$ cat config.mk
export PLATFORM = sky130hd
export DESIGN_NAME = irs_top
export DESIGN_NICKNAME = d
export VERILOG_FILES = /design/src/irs_pkg.sv /design/src/irs_top.sv
export VERILOG_INCLUDE_DIRS = /design/src /design/src/src
export SDC_FILE = /design/constraint.sdc
export NUM_CORES = 1
export LEC_CHECK = 0
export BUFFER_PORTS_ARGS = -buffer_cell sky130_fd_sc_hd__buf_2
export CAP_MARGIN = 10
export CORE_MARGIN = 5
export CORE_UTILIZATION = 62
export DETAILED_ROUTE_END_ITERATION = 8
export PLACE_DENSITY = 0.81
export SYNTH_ARGS = -nofsm -noshare
export SYNTH_HDL_FRONTEND = slang
export SYNTH_SLANG_ARGS = --single-unit
$ cat constraint.sdc
create_clock -name clk_sys -period 3.1 [get_ports clk_sys]
set_input_delay 0.31 -clock clk_sys [delete_from_list [all_inputs] [get_ports clk_sys]]
set_output_delay 0.31 -clock clk_sys [all_outputs]
set_load 0.05 [all_outputs]
$ cat src/irs_params.svh
// register offsets, field positions, reset values and bus constants of the i2c register block
`ifndef IRS_PARAMS_SVH
`define IRS_PARAMS_SVH
// absolute word addresses
`define IRS_ADR_OWN   16'h1a00
`define IRS_ADR_MASK  16'h1a04
`define IRS_ADR_STAT  16'h1a08
`define IRS_ADR_CLKL  16'h1a0c
`define IRS_ADR_CLKH  16'h1a10
`define IRS_ADR_CNT   16'h1a14
`define IRS_ADR_RXD   16'h1a18
`define IRS_ADR_SAR   16'h1a1c
`define IRS_ADR_TXD   16'h1a20
`define IRS_ADR_MODE  16'h1a24
`define IRS_ADR_VEC   16'h1a28
`define IRS_ADR_EMDR  16'h1a2c
`define IRS_ADR_PSC   16'h1a30
`define IRS_ADR_PID1  16'h1a34
`define IRS_ADR_PID2  16'h1a38
// status bit positions
`define IRS_ST_TDIR   14
`define IRS_ST_NSNT   13
`define IRS_ST_BB     12
`define IRS_ST_OVR    11
`define IRS_ST_TX_NO_UNDERFLOW   10
`define IRS_ST_AAS    9
`define IRS_ST_GC     8
`define IRS_ST_SCD    5
`define IRS_ST_XRDY   4
`define IRS_ST_RRDY   3
`define IRS_ST_REGS_READY_FLAG   2
`define IRS_ST_NACK   1
`define IRS_ST_AL     0
`define IRS_STAT_RST  16'h0410
`define IRS_STAT_MASK 16'h7f3f
`define IRS_W1C_MASK  16'h703f
// mode control bit positions
`define IRS_MD_NACKM  15
`define IRS_MD_START  13
`define IRS_MD_STOP   11
`define IRS_MD_CTL    10
`define IRS_MD_XA     8
`define IRS_MD_DLB    6
`define IRS_MD_RUN    5
`define IRS_MD_FDF    3
// field widths, reset values and line constants
`define IRS_OWN_W     10
`define IRS_MASK_W    7
`define IRS_SAR_RST   16'h03ff
`define IRS_SAR_IDX   3
`define IRS_PLAIN_N   6
`define IRS_BUF_N     2
`define IRS_TEN_PFX   5'h1e
`define IRS_LAST_BIT  3'h7
`endif

$ cat src/irs_pkg.sv
// types shared by the i2c register block
`include "irs_params.svh"
package irs_pkg;
   // target-side line sequencer states
   typedef enum logic [2:0] {
      IRS_IDLE,
      IRS_ADDR,
      IRS_ADDR2,
      IRS_RX,
      IRS_ACK,
      IRS_TX,
      IRS_TACK
   } irs_fsm_t;

   // one register access from the cpu or dma side
   typedef struct packed {
      logic        rd;      // read strobe
      logic        wr;      // write strobe
      logic [15:0] addr;    // absolute word address
      logic [15:0] wdata;   // write data
   } irs_req_t;

   // whole state of the block
   typedef struct packed {
      logic [2:0]                        scl_sy;  // sync chain plus previous sample
      logic [2:0]                        sda_sy;  // sync chain plus previous sample
      irs_fsm_t                          st;      // sequencer state
      irs_fsm_t                          after;   // state after our ack slot
      logic                              ph;      // ack slot phase
      logic                              ack;     // ack decision
      logic [2:0]                        cnt;     // bit counter
      logic [7:0]                        sh;      // receive shift register
      logic [7:0]                        tsh;     // transmit shift register
      logic [`IRS_OWN_W-1:0]             own;     // own target address
      logic [`IRS_MASK_W-1:0]            mask;    // interrupt enables
      logic [15:0]                       mode;    // mode control
      logic [15:0]                       flags;   // status flags
      logic [`IRS_PLAIN_N-1:0][15:0]     plain;   // storage-only registers
      logic [7:0]                        txd;     // transmit data register
      logic                              txf;     // new transmit data present
      logic [`IRS_BUF_N-1:0][7:0]        buff;    // receive buffer entries
      logic                              wp;      // buffer write index
      logic                              rp;      // buffer read index
      logic [1:0]                        fill;    // buffer occupancy
      logic [7:0]                        pend;    // byte held back on overrun
      logic                              pendv;   // held byte valid
      logic [15:0]                       rdata;   // read data
      logic                              irq;     // interrupt request
      logic                              sda_oe;  // pull sda low
   } irs_state_t;
endpackage

$ cat src/irs_top.sv
// i2c register, status and target-side line block
//
// Functional notes
// - registers at fixed 16-bit word addresses
// - seven-bit mode compares own bits 6-0
// - ten-bit mode uses own bits 9-0
// - reserved own, mask and status bits read zero, ignore writes; mode stores all 16 bits
// - mask holds one enable per event
// - status resets to 410h
// - direction bit set as target transmitter
// - nack-sent flag set on our nack
// - bus busy tracks start and stop
// - overrun holds byte, flags it
// - no-underflow clears on empty transmit
// - addressed-as-target on address match
// - general call on all-zero address in seven-bit mode
// - stop seen on any stop
// - vector read clears named flag for loss, nack and stop codes only
// - request needs flag and enable
// - transmit ready cleared by data write
// - receive ready cleared by read
// - arbitration loss drops controller mode
`timescale 1ns/1ps
`include "irs_params.svh"
module irs_top #(
   parameter int IDENT1 = 32'h0000_1234,  // arbitrary identification value
   parameter int IDENT2 = 32'h0000_0001   // arbitrary identification value
) (
   input  wire logic              clk_sys,    // module clock
   input  wire logic              rst_n,      // asynchronous reset, active low
   input  wire irs_pkg::irs_req_t req,        // register access
   output logic [15:0]            rdata,      // read data, one cycle after rd
   input  wire logic              periph_rst, // peripheral reset from system
   input  wire logic              scl_i,      // scl pin level
   input  wire logic              sda_i,      // sda pin level
   output logic                   sda_o,      // sda drive level, always low
   output logic                   sda_oe,     // high while pulling sda low
   output logic                   int_req     // interrupt request level
);
   // identification values must fit the 16-bit word
   if (IDENT1 < 0 || IDENT1 > 32'h0000_ffff || IDENT2 < 0 || IDENT2 > 32'h0000_ffff) begin
      $error("identification parameter exceeds 16 bits");
   end

   // addresses of the storage-only registers, by index
   localparam logic [`IRS_PLAIN_N-1:0][15:0] PLAIN_ADR = {
      `IRS_ADR_PSC, `IRS_ADR_EMDR, `IRS_ADR_SAR,
      `IRS_ADR_CNT, `IRS_ADR_CLKH, `IRS_ADR_CLKL};

   irs_pkg::irs_state_t s;      // registered state
   irs_pkg::irs_state_t s_nxt;  // next state

   logic scl, sclp, sda, sdap;  // synchronised and previous line levels
   logic rise, fall;            // scl edges
   logic evt_start, evt_stop;   // bus conditions
   logic mreset;                // module held in reset

   // only the second and third stages are read; the first feeds the second alone
   assign scl  = s.scl_sy[1];
   assign sclp = s.scl_sy[2];
   assign sda  = s.sda_sy[1];
   assign sdap = s.sda_sy[2];
   assign rise = scl & ~sclp;
   assign fall = ~scl & sclp;
   // sda moving while scl stays high marks start or stop
   assign evt_start = scl & sclp & sdap & ~sda;
   assign evt_stop  = scl & sclp & ~sdap & sda;
   assign mreset    = ~s.mode[`IRS_MD_RUN] | periph_rst;

   assign rdata   = s.rdata;
   assign sda_o   = 1'b0;   // open drain: only the enable moves
   assign sda_oe  = s.sda_oe;
   assign int_req = s.irq;

   // all next-state logic
   always_comb begin
      logic [15:0] fset;      // flags set by hardware
      logic [15:0] fclr;      // flags cleared by software or line
      logic [7:0]  byte_in;   // byte completed this edge
      logic        newbyte;   // received data byte completed
      logic        pop;       // receive buffer drained
      logic        push;      // receive buffer filled
      logic        space;     // buffer can take a byte
      logic [6:0]  ev;        // event flags in mask order
      logic [2:0]  code;      // vector code
      logic        rd_rx;     // receive data read
      logic        ld_tx;     // transmit shift load
      fset    = 16'h0000;
      fclr    = 16'h0000;
      byte_in = {s.sh[6:0], sda};
      newbyte = 1'b0;
      push    = 1'b0;
      ld_tx   = 1'b0;
      code    = 3'h0;
      s_nxt   = s;
      s_nxt.scl_sy = {s.scl_sy[1:0], scl_i};
      s_nxt.sda_sy = {s.sda_sy[1:0], sda_i};
      rd_rx = req.rd & (req.addr == `IRS_ADR_RXD);

      // vector: lowest code among pending enabled events wins
      ev = {s.flags[`IRS_ST_AAS], s.flags[`IRS_ST_SCD:0]};
      for (int i = 6; i >= 0; i--) begin
         if (ev[i] & s.mask[i]) begin
            code = 3'(i + 1);
         end
      end

      // register writes
      if (req.wr) begin
         case (req.addr)
            `IRS_ADR_OWN: begin
               s_nxt.own = req.wdata[`IRS_OWN_W-1:0];
            end
            `IRS_ADR_MASK: begin
               s_nxt.mask = req.wdata[`IRS_MASK_W-1:0];
            end
            `IRS_ADR_STAT: begin
               // zeros written leave flags alone so read-back writes are safe
               fclr = req.wdata & `IRS_W1C_MASK;
            end
            `IRS_ADR_TXD: begin
               s_nxt.txd = req.wdata[7:0];
               s_nxt.txf = 1'b1;
               fclr[`IRS_ST_XRDY] = 1'b1;
               fset[`IRS_ST_TX_NO_UNDERFLOW] = 1'b1;
            end
            `IRS_ADR_MODE: begin
               s_nxt.mode = req.wdata;
               // starting as controller on a busy bus loses arbitration
               if (req.wdata[`IRS_MD_START] & req.wdata[`IRS_MD_CTL]
                   & s.flags[`IRS_ST_BB]) begin
                  fset[`IRS_ST_AL] = 1'b1;
                  s_nxt.mode[`IRS_MD_CTL]  = 1'b0;
                  s_nxt.mode[`IRS_MD_STOP] = 1'b0;
               end
            end
            default: begin
               for (int i = 0; i < `IRS_PLAIN_N; i++) begin
                  if (req.addr == PLAIN_ADR[i]) begin
                     s_nxt.plain[i] = req.wdata;
                  end
               end
            end
         endcase
      end

      // register reads, answered one cycle later
      if (req.rd) begin
         s_nxt.rdata = 16'h0000;  // unlisted offsets read zero
         case (req.addr)
            `IRS_ADR_OWN:  s_nxt.rdata = {6'h00, s.own};
            `IRS_ADR_MASK: s_nxt.rdata = {9'h000, s.mask};
            `IRS_ADR_STAT: s_nxt.rdata = s.flags & `IRS_STAT_MASK;
            `IRS_ADR_RXD:  s_nxt.rdata = {8'h00, s.buff[s.rp]};
            `IRS_ADR_TXD:  s_nxt.rdata = {8'h00, s.txd};
            `IRS_ADR_MODE: s_nxt.rdata = s.mode;
            `IRS_ADR_PID1: s_nxt.rdata = IDENT1[15:0];
            `IRS_ADR_PID2: s_nxt.rdata = IDENT2[15:0];
            `IRS_ADR_VEC: begin
               s_nxt.rdata = {13'h0000, code};
               // ready and addressed flags survive a vector read
               case (code)
                  3'h1:    fclr[`IRS_ST_AL]   = 1'b1;
                  3'h2:    fclr[`IRS_ST_NACK] = 1'b1;
                  3'h6:    fclr[`IRS_ST_SCD]  = 1'b1;
                  default: ;
               endcase
            end
            default: begin
               for (int i = 0; i < `IRS_PLAIN_N; i++) begin
                  if (req.addr == PLAIN_ADR[i]) begin
                     s_nxt.rdata = s.plain[i];
                  end
               end
            end
         endcase
      end

      // line sequencer
      if (evt_stop) begin
         fset[`IRS_ST_SCD] = 1'b1;
         fclr[`IRS_ST_BB]  = 1'b1;
         fclr[`IRS_ST_AAS] = 1'b1;
         fclr[`IRS_ST_GC]  = 1'b1;
         // loopback leaves the direction bit to software
         fclr[`IRS_ST_TDIR] = ~s.mode[`IRS_MD_DLB];
         if (s.mode[`IRS_MD_CTL]) begin
            fset[`IRS_ST_REGS_READY_FLAG] = 1'b1;
         end
         s_nxt.st = irs_pkg::IRS_IDLE;
      end else if (evt_start) begin
         fset[`IRS_ST_BB]   = 1'b1;
         fclr[`IRS_ST_AAS]  = 1'b1;
         fclr[`IRS_ST_GC]   = 1'b1;
         fclr[`IRS_ST_TDIR] = ~s.mode[`IRS_MD_DLB];
         s_nxt.st  = s.mode[`IRS_MD_FDF] ? irs_pkg::IRS_RX : irs_pkg::IRS_ADDR;
         s_nxt.cnt = 3'h0;
      end else begin
         case (s.st)
            irs_pkg::IRS_ADDR, irs_pkg::IRS_ADDR2, irs_pkg::IRS_RX: begin
               if (rise) begin
                  s_nxt.sh  = byte_in;
                  s_nxt.cnt = s.cnt + 3'h1;
                  if (s.cnt == `IRS_LAST_BIT) begin
                     // default: no match, drop off the bus
                     s_nxt.st    = irs_pkg::IRS_IDLE;
                     s_nxt.ph    = 1'b0;
                     s_nxt.ack   = 1'b1;
                     s_nxt.after = irs_pkg::IRS_RX;
                     if (s.st == irs_pkg::IRS_RX) begin
                        newbyte  = 1'b1;
                        s_nxt.st = irs_pkg::IRS_ACK;
                        if (s.mode[`IRS_MD_FDF]) begin
                           fset[`IRS_ST_AAS] = 1'b1;
                        end
                        if (s.mode[`IRS_MD_NACKM]) begin
                           s_nxt.ack = 1'b0;
                           s_nxt.mode[`IRS_MD_NACKM] = 1'b0;
                           fset[`IRS_ST_NSNT] = 1'b1;
                        end
                     end else if (s.st == irs_pkg::IRS_ADDR2) begin
                        if (byte_in == s.own[7:0]) begin
                           fset[`IRS_ST_AAS] = 1'b1;
                           s_nxt.st = irs_pkg::IRS_ACK;
                        end
                     end else if (s.mode[`IRS_MD_XA]) begin
                        // ten-bit header: prefix plus own bits 9-8
                        if (byte_in[7:3] == `IRS_TEN_PFX
                            && byte_in[2:1] == s.own[9:8]) begin
                           if (~byte_in[0]) begin
                              s_nxt.st    = irs_pkg::IRS_ACK;
                              s_nxt.after = irs_pkg::IRS_ADDR2;
                           end else if (s.flags[`IRS_ST_AAS]) begin
                              s_nxt.st    = irs_pkg::IRS_ACK;
                              s_nxt.after = irs_pkg::IRS_TX;
                              fset[`IRS_ST_TDIR] = 1'b1;
                              fset[`IRS_ST_AAS]  = 1'b1;
                           end
                        end
                     end else if (byte_in == 8'h00) begin
                        fset[`IRS_ST_GC]  = 1'b1;
                        fset[`IRS_ST_AAS] = 1'b1;
                        s_nxt.st = irs_pkg::IRS_ACK;
                     end else if (byte_in[7:1] == s.own[6:0]) begin
                        fset[`IRS_ST_AAS] = 1'b1;
                        s_nxt.st = irs_pkg::IRS_ACK;
                        if (byte_in[0]) begin
                           s_nxt.after = irs_pkg::IRS_TX;
                           fset[`IRS_ST_TDIR] = 1'b1;
                        end
                     end
                  end
               end
            end
            irs_pkg::IRS_ACK: begin
               // first fall opens our ack slot, second fall closes it
               if (fall) begin
                  s_nxt.ph = 1'b1;
                  if (s.ph) begin
                     s_nxt.st  = s.after;
                     s_nxt.ph  = 1'b0;
                     s_nxt.cnt = 3'h0;
                     ld_tx     = (s.after == irs_pkg::IRS_TX);
                  end
               end
            end
            irs_pkg::IRS_TX: begin
               if (rise) begin
                  s_nxt.cnt = s.cnt + 3'h1;
                  if (s.cnt == `IRS_LAST_BIT) begin
                     s_nxt.st  = irs_pkg::IRS_TACK;
                     s_nxt.ph  = 1'b0;
                     s_nxt.ack = 1'b0;
                  end
               end else if (fall) begin
                  s_nxt.tsh = {s.tsh[6:0], 1'b1};
               end
            end
            irs_pkg::IRS_TACK: begin
               if (fall) begin
                  s_nxt.ph = 1'b1;
                  if (s.ph & s.ack) begin
                     s_nxt.st  = irs_pkg::IRS_TX;
                     s_nxt.ph  = 1'b0;
                     s_nxt.cnt = 3'h0;
                     ld_tx     = 1'b1;
                  end
               end else if (rise & s.ph) begin
                  // receiver's answer to our byte
                  s_nxt.ack = ~sda;
                  if (sda) begin
                     fset[`IRS_ST_NACK] = 1'b1;
                     s_nxt.st = irs_pkg::IRS_IDLE;
                  end
               end
            end
            default: ;
         endcase
      end

      // copy transmit data into the shifter; stale data is resent
      if (ld_tx) begin
         s_nxt.tsh = s.txd;
         if (s.txf) begin
            s_nxt.txf = 1'b0;
            fset[`IRS_ST_XRDY] = 1'b1;
         end else begin
            fclr[`IRS_ST_TX_NO_UNDERFLOW] = 1'b1;
         end
      end

      // two-entry receive buffer; a read frees room for a held byte
      pop   = rd_rx & (s.fill != 2'h0);
      space = (s.fill != 2'(`IRS_BUF_N)) | pop;
      if (rd_rx) begin
         fclr[`IRS_ST_OVR]  = 1'b1;
         fclr[`IRS_ST_RRDY] = 1'b1;
      end
      if (pop) begin
         s_nxt.rp = ~s.rp;
      end
      if (s.pendv & space) begin
         push = 1'b1;
         s_nxt.buff[s.wp] = s.pend;
         s_nxt.pendv = 1'b0;
      end
      if (newbyte) begin
         if (space & ~push) begin
            push = 1'b1;
            s_nxt.buff[s.wp] = byte_in;
         end else begin
            // no room: hold the byte back, later bytes overwrite it
            s_nxt.pend  = byte_in;
            s_nxt.pendv = 1'b1;
            fset[`IRS_ST_OVR] = 1'b1;
         end
      end
      if (push) begin
         s_nxt.wp = ~s.wp;
      end
      s_nxt.fill = s.fill + 2'(push) - 2'(pop);
      if (push | (pop & (s_nxt.fill != 2'h0))) begin
         fset[`IRS_ST_RRDY] = 1'b1;
      end

      // set beats clear so no event is lost
      s_nxt.flags = ((s.flags & ~fclr) | fset) & `IRS_STAT_MASK;

      // module reset: status back to reset value with busy following scl low, sequencer and buffer empty
      if (mreset) begin
         s_nxt.flags = `IRS_STAT_RST;
         s_nxt.flags[`IRS_ST_BB] = ~scl;
         s_nxt.st    = irs_pkg::IRS_IDLE;
         s_nxt.fill  = 2'h0;
         s_nxt.wp    = 1'b0;
         s_nxt.rp    = 1'b0;
         s_nxt.pendv = 1'b0;
         s_nxt.txf   = 1'b0;
      end

      // line drive and interrupt request from the new state
      s_nxt.sda_oe = (s_nxt.st == irs_pkg::IRS_ACK & s_nxt.ph & s_nxt.ack)
                     | (s_nxt.st == irs_pkg::IRS_TX & ~s_nxt.tsh[7])
                     | (s_nxt.st == irs_pkg::IRS_TACK & ~s_nxt.ph & ~s_nxt.tsh[7]);
      s_nxt.irq = |({s_nxt.flags[`IRS_ST_AAS], s_nxt.flags[`IRS_ST_SCD:0]}
                    & s_nxt.mask);
   end

   // state register; lines idle high after reset
   always_ff @(posedge clk_sys or negedge rst_n) begin
      if (!rst_n) begin
         s <= '0;
         s.scl_sy <= 3'h7;
         s.sda_sy <= 3'h7;
         s.flags  <= `IRS_STAT_RST;
         s.plain[`IRS_SAR_IDX] <= `IRS_SAR_RST;
      end else begin
         s <= s_nxt;
      end
   end
endmodule

Word-level counts from Yosys, hierarchy flattened
Cells that the tools add are included.
{"block": "totals", "input_bits": 39, "elab_cells": 349, "output_inout_bits": 19, "register_bits": 233}
{"block": "classes", "eq_ne": 43, "n_mux": 188, "n_bitwise": 52, "magnitude_cmp": 3, "n_addsub": 3, "n_reduce_logical": 27}
{"op": "$eq A16 B13 Y1 const B", "n": 15}
{"op": "$mux W16", "n": 11}
{"op": "$pmux W16 S9", "n": 1}
{"op": "$mux W3", "n": 32}
{"op": "$mux W1", "n": 94}
{"op": "$mux W8", "n": 9}
{"op": "$mux W2", "n": 17}
{"op": "$bwmux W16", "n": 2}
{"op": "$mux W15", "n": 2}
{"op": "$mux W6", "n": 5}
{"op": "$and A1 B1 Y1", "n": 28}
{"op": "$eq A3 B3 Y1 const B", "n": 9}
{"op": "$pmux W3 S4", "n": 2}
{"op": "$mux W23", "n": 1}
{"op": "$mux W21", "n": 1}
{"op": "$mux W19", "n": 1}
{"op": "$ne A3 B3 Y1 const B", "n": 6}
{"op": "$reduce_and A3 Y1", "n": 6}
{"op": "$and A15 B15 Y15", "n": 1}
{"op": "$not A1 Y1", "n": 15}
{"op": "$not A15 Y15", "n": 1}
{"op": "$or A15 B15 Y15", "n": 1}
{"op": "$reduce_bool A2 Y1", "n": 6}
{"op": "$mux W10", "n": 1}
{"op": "32 further kinds", "n": 49}

Logic depth before layout (Yosys ltp)
{"block": "depth", "depth_word": 20, "depth_mapped": 14, "mapped_depth_nobuf": 13}

Worst setup path before layout
OpenSTA, ideal clock, no wires.
{"block": "synth_timing", "path_type": "input port to flip-flop", "from": "in req[21] (netlist bit)", "to": "reg s (netlist bit int_req)", "setup_slack_ps": -181, "n_path_buf": 2, "path_stages": 14, "setup_ps": 124, "required_time_ps": 2976, "arrival_time_ps": 3157, "cell_sequence": "clkbuf_1 or4b_2 nor4_1 clkbuf_1 nand2_1 nor2_1 ha_1 inv_1 ha_1 xor2_1 nand3b_1 o2111ai_1 a31oi_1 a211o_1"}
{"element": "start: declaration", "line_no": "irs_top.sv:31", "rtl": "input wire irs_pkg::irs_req_t req,"}
{"element": "end signal: assignment", "line_no": "irs_top.sv:378", "rtl": "s <= s_nxt;"}
{"element": "end: declaration", "line_no": "irs_top.sv:50", "rtl": "irs_pkg::irs_state_t s;"}

==> impl_metrics.env <==
export IMPL_status="complete, no violations"
export IMPL_whs_path_depth=3
export IMPL_ant_nets=0
export IMPL_grt_overflow=0
export IMPL_critPathLaunchType="register"
export IMPL_synth_main_ff_cell="dfrtp_1"
export IMPL_maxSlewViolCount=0
export IMPL_syn_inst=1025
export IMPL_setup_viol=0
export IMPL_grt_max_degree=108
export IMPL_initial_core_util_pct=62.99
export IMPL_drt_pre_antenna_iters=6
export IMPL_grt_busiest_layer="met2"
export IMPL_synth_common_cells="212 x dfrtp_1, 155 x mux2_2, 85 x nand2_1"
export IMPL_cts_buffers=25
export IMPL_hold_viol=0
export IMPL_routedWlPerCell_um=22.71
export IMPL_grt_usage_pct=28.20
export IMPL_timing_rr_start="s[217]"
export IMPL_end_kind="register"
export IMPL_min_from="req[11]"
export IMPL_final_area_mm2=0.01286
export IMPL_vias_per_cell=6.627
export IMPL_seq_area_frac_synth_pct=51.07
export IMPL_cts_buffer_depth=3
export IMPL_synth_area_leaders="dfrtp_1 47%, mux2_2 15%, dfstp_2 4.2%"
export IMPL_area_growth_pct=13.66
export IMPL_htreeDepth=1
export IMPL_syn_nets=1068
export IMPL_avgSynthCellArea_um2=11.04
export IMPL_wl_um=30300
export IMPL_num_vias=8841
export IMPL_dpl_cell_area_mm2=0.01204
export IMPL_ir_drop_mv=0.4993
export IMPL_clock_sinks=230
export IMPL_drive_above_1_share_pct=31.22
export IMPL_use_met2_pct=41.97
export IMPL_rows=49
export IMPL_drc=0
export IMPL_rsz0062_at_grt="false"
export IMPL_ys_warn_count=0
export IMPL_final_setup_skew_ns=0.009695
export IMPL_yosys_area_top_type="dfrtp_1"
export IMPL_worst_r2r_cell_count=13
export IMPL_die_w_um=145.1
export IMPL_cts_tree="yes"
export IMPL_final_period_utilization_pct=91.69
export IMPL_grt_pass1_vias=8902
export IMPL_rrSetupSlack_ns=0.26
export IMPL_crit_fanout=4
export IMPL_max_slew_margin_pct=40.98
export IMPL_first_iter_violations=1110
export IMPL_synth_top_area_share_pct=46.89
export IMPL_place_congestion=0.9895
export IMPL_post_cts_resized=0
export IMPL_yosys_cell_count_top_type="dfrtp_1"
export IMPL_r2r_end="int_req"
export IMPL_die_y_um=145.1
export IMPL_root_buffer="clkbuf_16"
export IMPL_p_per_area_mw_per_mm2=484.6
export IMPL_coreArea_mm2=0.01796
export IMPL_syn_area_mm2=0.01131
export IMPL_maxCapViolations=0
export IMPL_dp_cells=1286
export IMPL_hp_class="in2reg"
export IMPL_synth_edf_count=0
export IMPL_grtUsageMet3_pct=7.390
export IMPL_fin_crit_ns=2.843
export IMPL_clk_insertion_delay_late_ns=0.52
export IMPL_dpl_hpwl_um=20930
export IMPL_leakagePower_nw=6.108
export IMPL_ys_ff_latch=230
export IMPL_fillerInstances=1272
export IMPL_pin_count=58
export IMPL_clkTransAtPathRegs_ns=0.06
export IMPL_tightest_slew_ns=0.8794
export IMPL_nets=1130
export IMPL_grt_pass1_wl_um=48410
export IMPL_max_freq_ghz=0.3518
export IMPL_cp_data_required_time_ns=3.49
export IMPL_synth_cell_types=77
export IMPL_arrival_ns=3.24
export IMPL_layout_cells_non_filler=1334
export IMPL_gr_usage_met1_pct=40.43
export IMPL_path_class="reg2reg"
export IMPL_num_antenna_cells=0
export IMPL_die_area_mm2=0.02105
export IMPL_antenna_found_initial=0
export IMPL_crit_path_start="s[217]"
export IMPL_numPortBuffers=56
export IMPL_synthArstFlopShare_pct=100.0
export IMPL_crit_path_end="int_req"
area by class of cell:
| cell class | count | area, um^2 | share of cell area, % |
|---|---|---|---|
| clock buffer | 38 | 724.4 | 5.633 |
| clock inverter | 7 | 70.07 | 0.5449 |
| inverter | 19 | 71.32 | 0.5546 |
| multi-input combinational | 693 | 5091 | 39.59 |
| sequential | 230 | 5778 | 44.93 |
| tap | 229 | 286.5 | 2.228 |
| timing repair buffer | 118 | 838.3 | 6.519 |
critical path: stages, from the launching register on:
cell,delay [ns]
dfrtp_1,0.36
ha_1,0.16
ha_1,0.17
nand3b_1,0.17
nor2_1,0.38
o21bai_4,0.09
ha_1,0.28
inv_1,0.04
ha_1,0.19
xor2_2,0.15
o21a_1,0.17
o2111ai_1,0.17
a31oi_1,0.12
a211o_1,0.26
placed cells by master (no fill, tap or decap), types with 16 or more instances in the layout:
cell type / count
a21oi_1: 48
buf_4: 53
clkbuf_16: 25
inv_1: 18
o21ai_0: 31
nand3_1: 19
mux2_2: 155
dfrtp_1: 212
dfstp_2: 18
a31oi_1: 18
a22oi_1: 28
nor2_1: 75
nand2_1: 85
nor3_1: 17
xnor2_1: 18
nand4_1: 16
buf_2: 55
sequential cells by signal, summed over array words and instances, names as in the netlist, named ones only:
name,flops
int_req,1
sda_oe,1
rdata,16
s,197
worst min-delay path by stage:
stage | slack (ns) | end
2_1_floorplan | 0.01 | async pin
3_3_place_gp | 0.35 | s[229]
5_1_grt | 0.13 | s[179]
4_1_cts | 0.11 | s[179]
6_report | 0.12 | s[179]
3_5_place_dp | 0.35 | s[229]
report_power, final:
part           internal (mW)  switching, mW  total, mW
Combinational         0.0781          0.225      0.303
Clock                   1.69           1.19       2.88
Sequential              3.03         0.0193       3.05
Total                   4.80           1.43       6.23
per-layer routing:
layer / wire length [um] / share of wire (%) / vias to the layer above
li1: - / - / 3872
met1: 12740 / 42 / 4412
met2: 13490 / 45 / 468
met3: 3082 / 10 / 89
met4: 987 / 3.3 / 0
met5: 0 / 0 / -
what timing repair did:
item | CTS | global route
hold buffers | 3 | 0
setup buffers | 0 | 0
setup endpoints to repair | 0 | 0
endpoints found under the hold margin | 95 | 0
per-stage QoR:
| stage | TNS (ns) | utilization (%) | hold WS [ns] | total power [mW] | setup slack, ns |
|---|---|---|---|---|---|
| 2_1_floorplan | 0 | - | 0.01441 | 3.250 | 0.007210 |
| 3_3_place_gp | -0.004030 | 67.00 | 0.3477 | 3.394 | -0.004030 |
| 3_5_place_dp | -0.06040 | 67.00 | 0.3475 | 3.399 | -0.06040 |
| 4_1_cts | 0 | 71.59 | 0.1064 | 6.272 | 0.2634 |
| 5_1_grt | 0 | 71.59 | 0.1294 | 6.419 | 0.04913 |
| 6_report | 0 | 71.59 | 0.1204 | 6.232 | 0.2575 |
cells by family (layout without fill, tap and decap cells):
logic type | after synthesis | after routing | synth area share (%)
other | 1 | 1 | 0.03314
AND/OR/NAND/NOR | 283 | 283 | 13.03
buffers and inverters | 102 | 182 | 4.357
multiplexers | 164 | 164 | 16.22
XOR/XNOR | 21 | 21 | 1.626
adder cells (fa/ha/maj) | 4 | 4 | 0.4423
flip-flops | 230 | 230 | 51.07
AO/OA/AOI/OAI | 220 | 220 | 13.23
(Power assumes the default switching activity.)
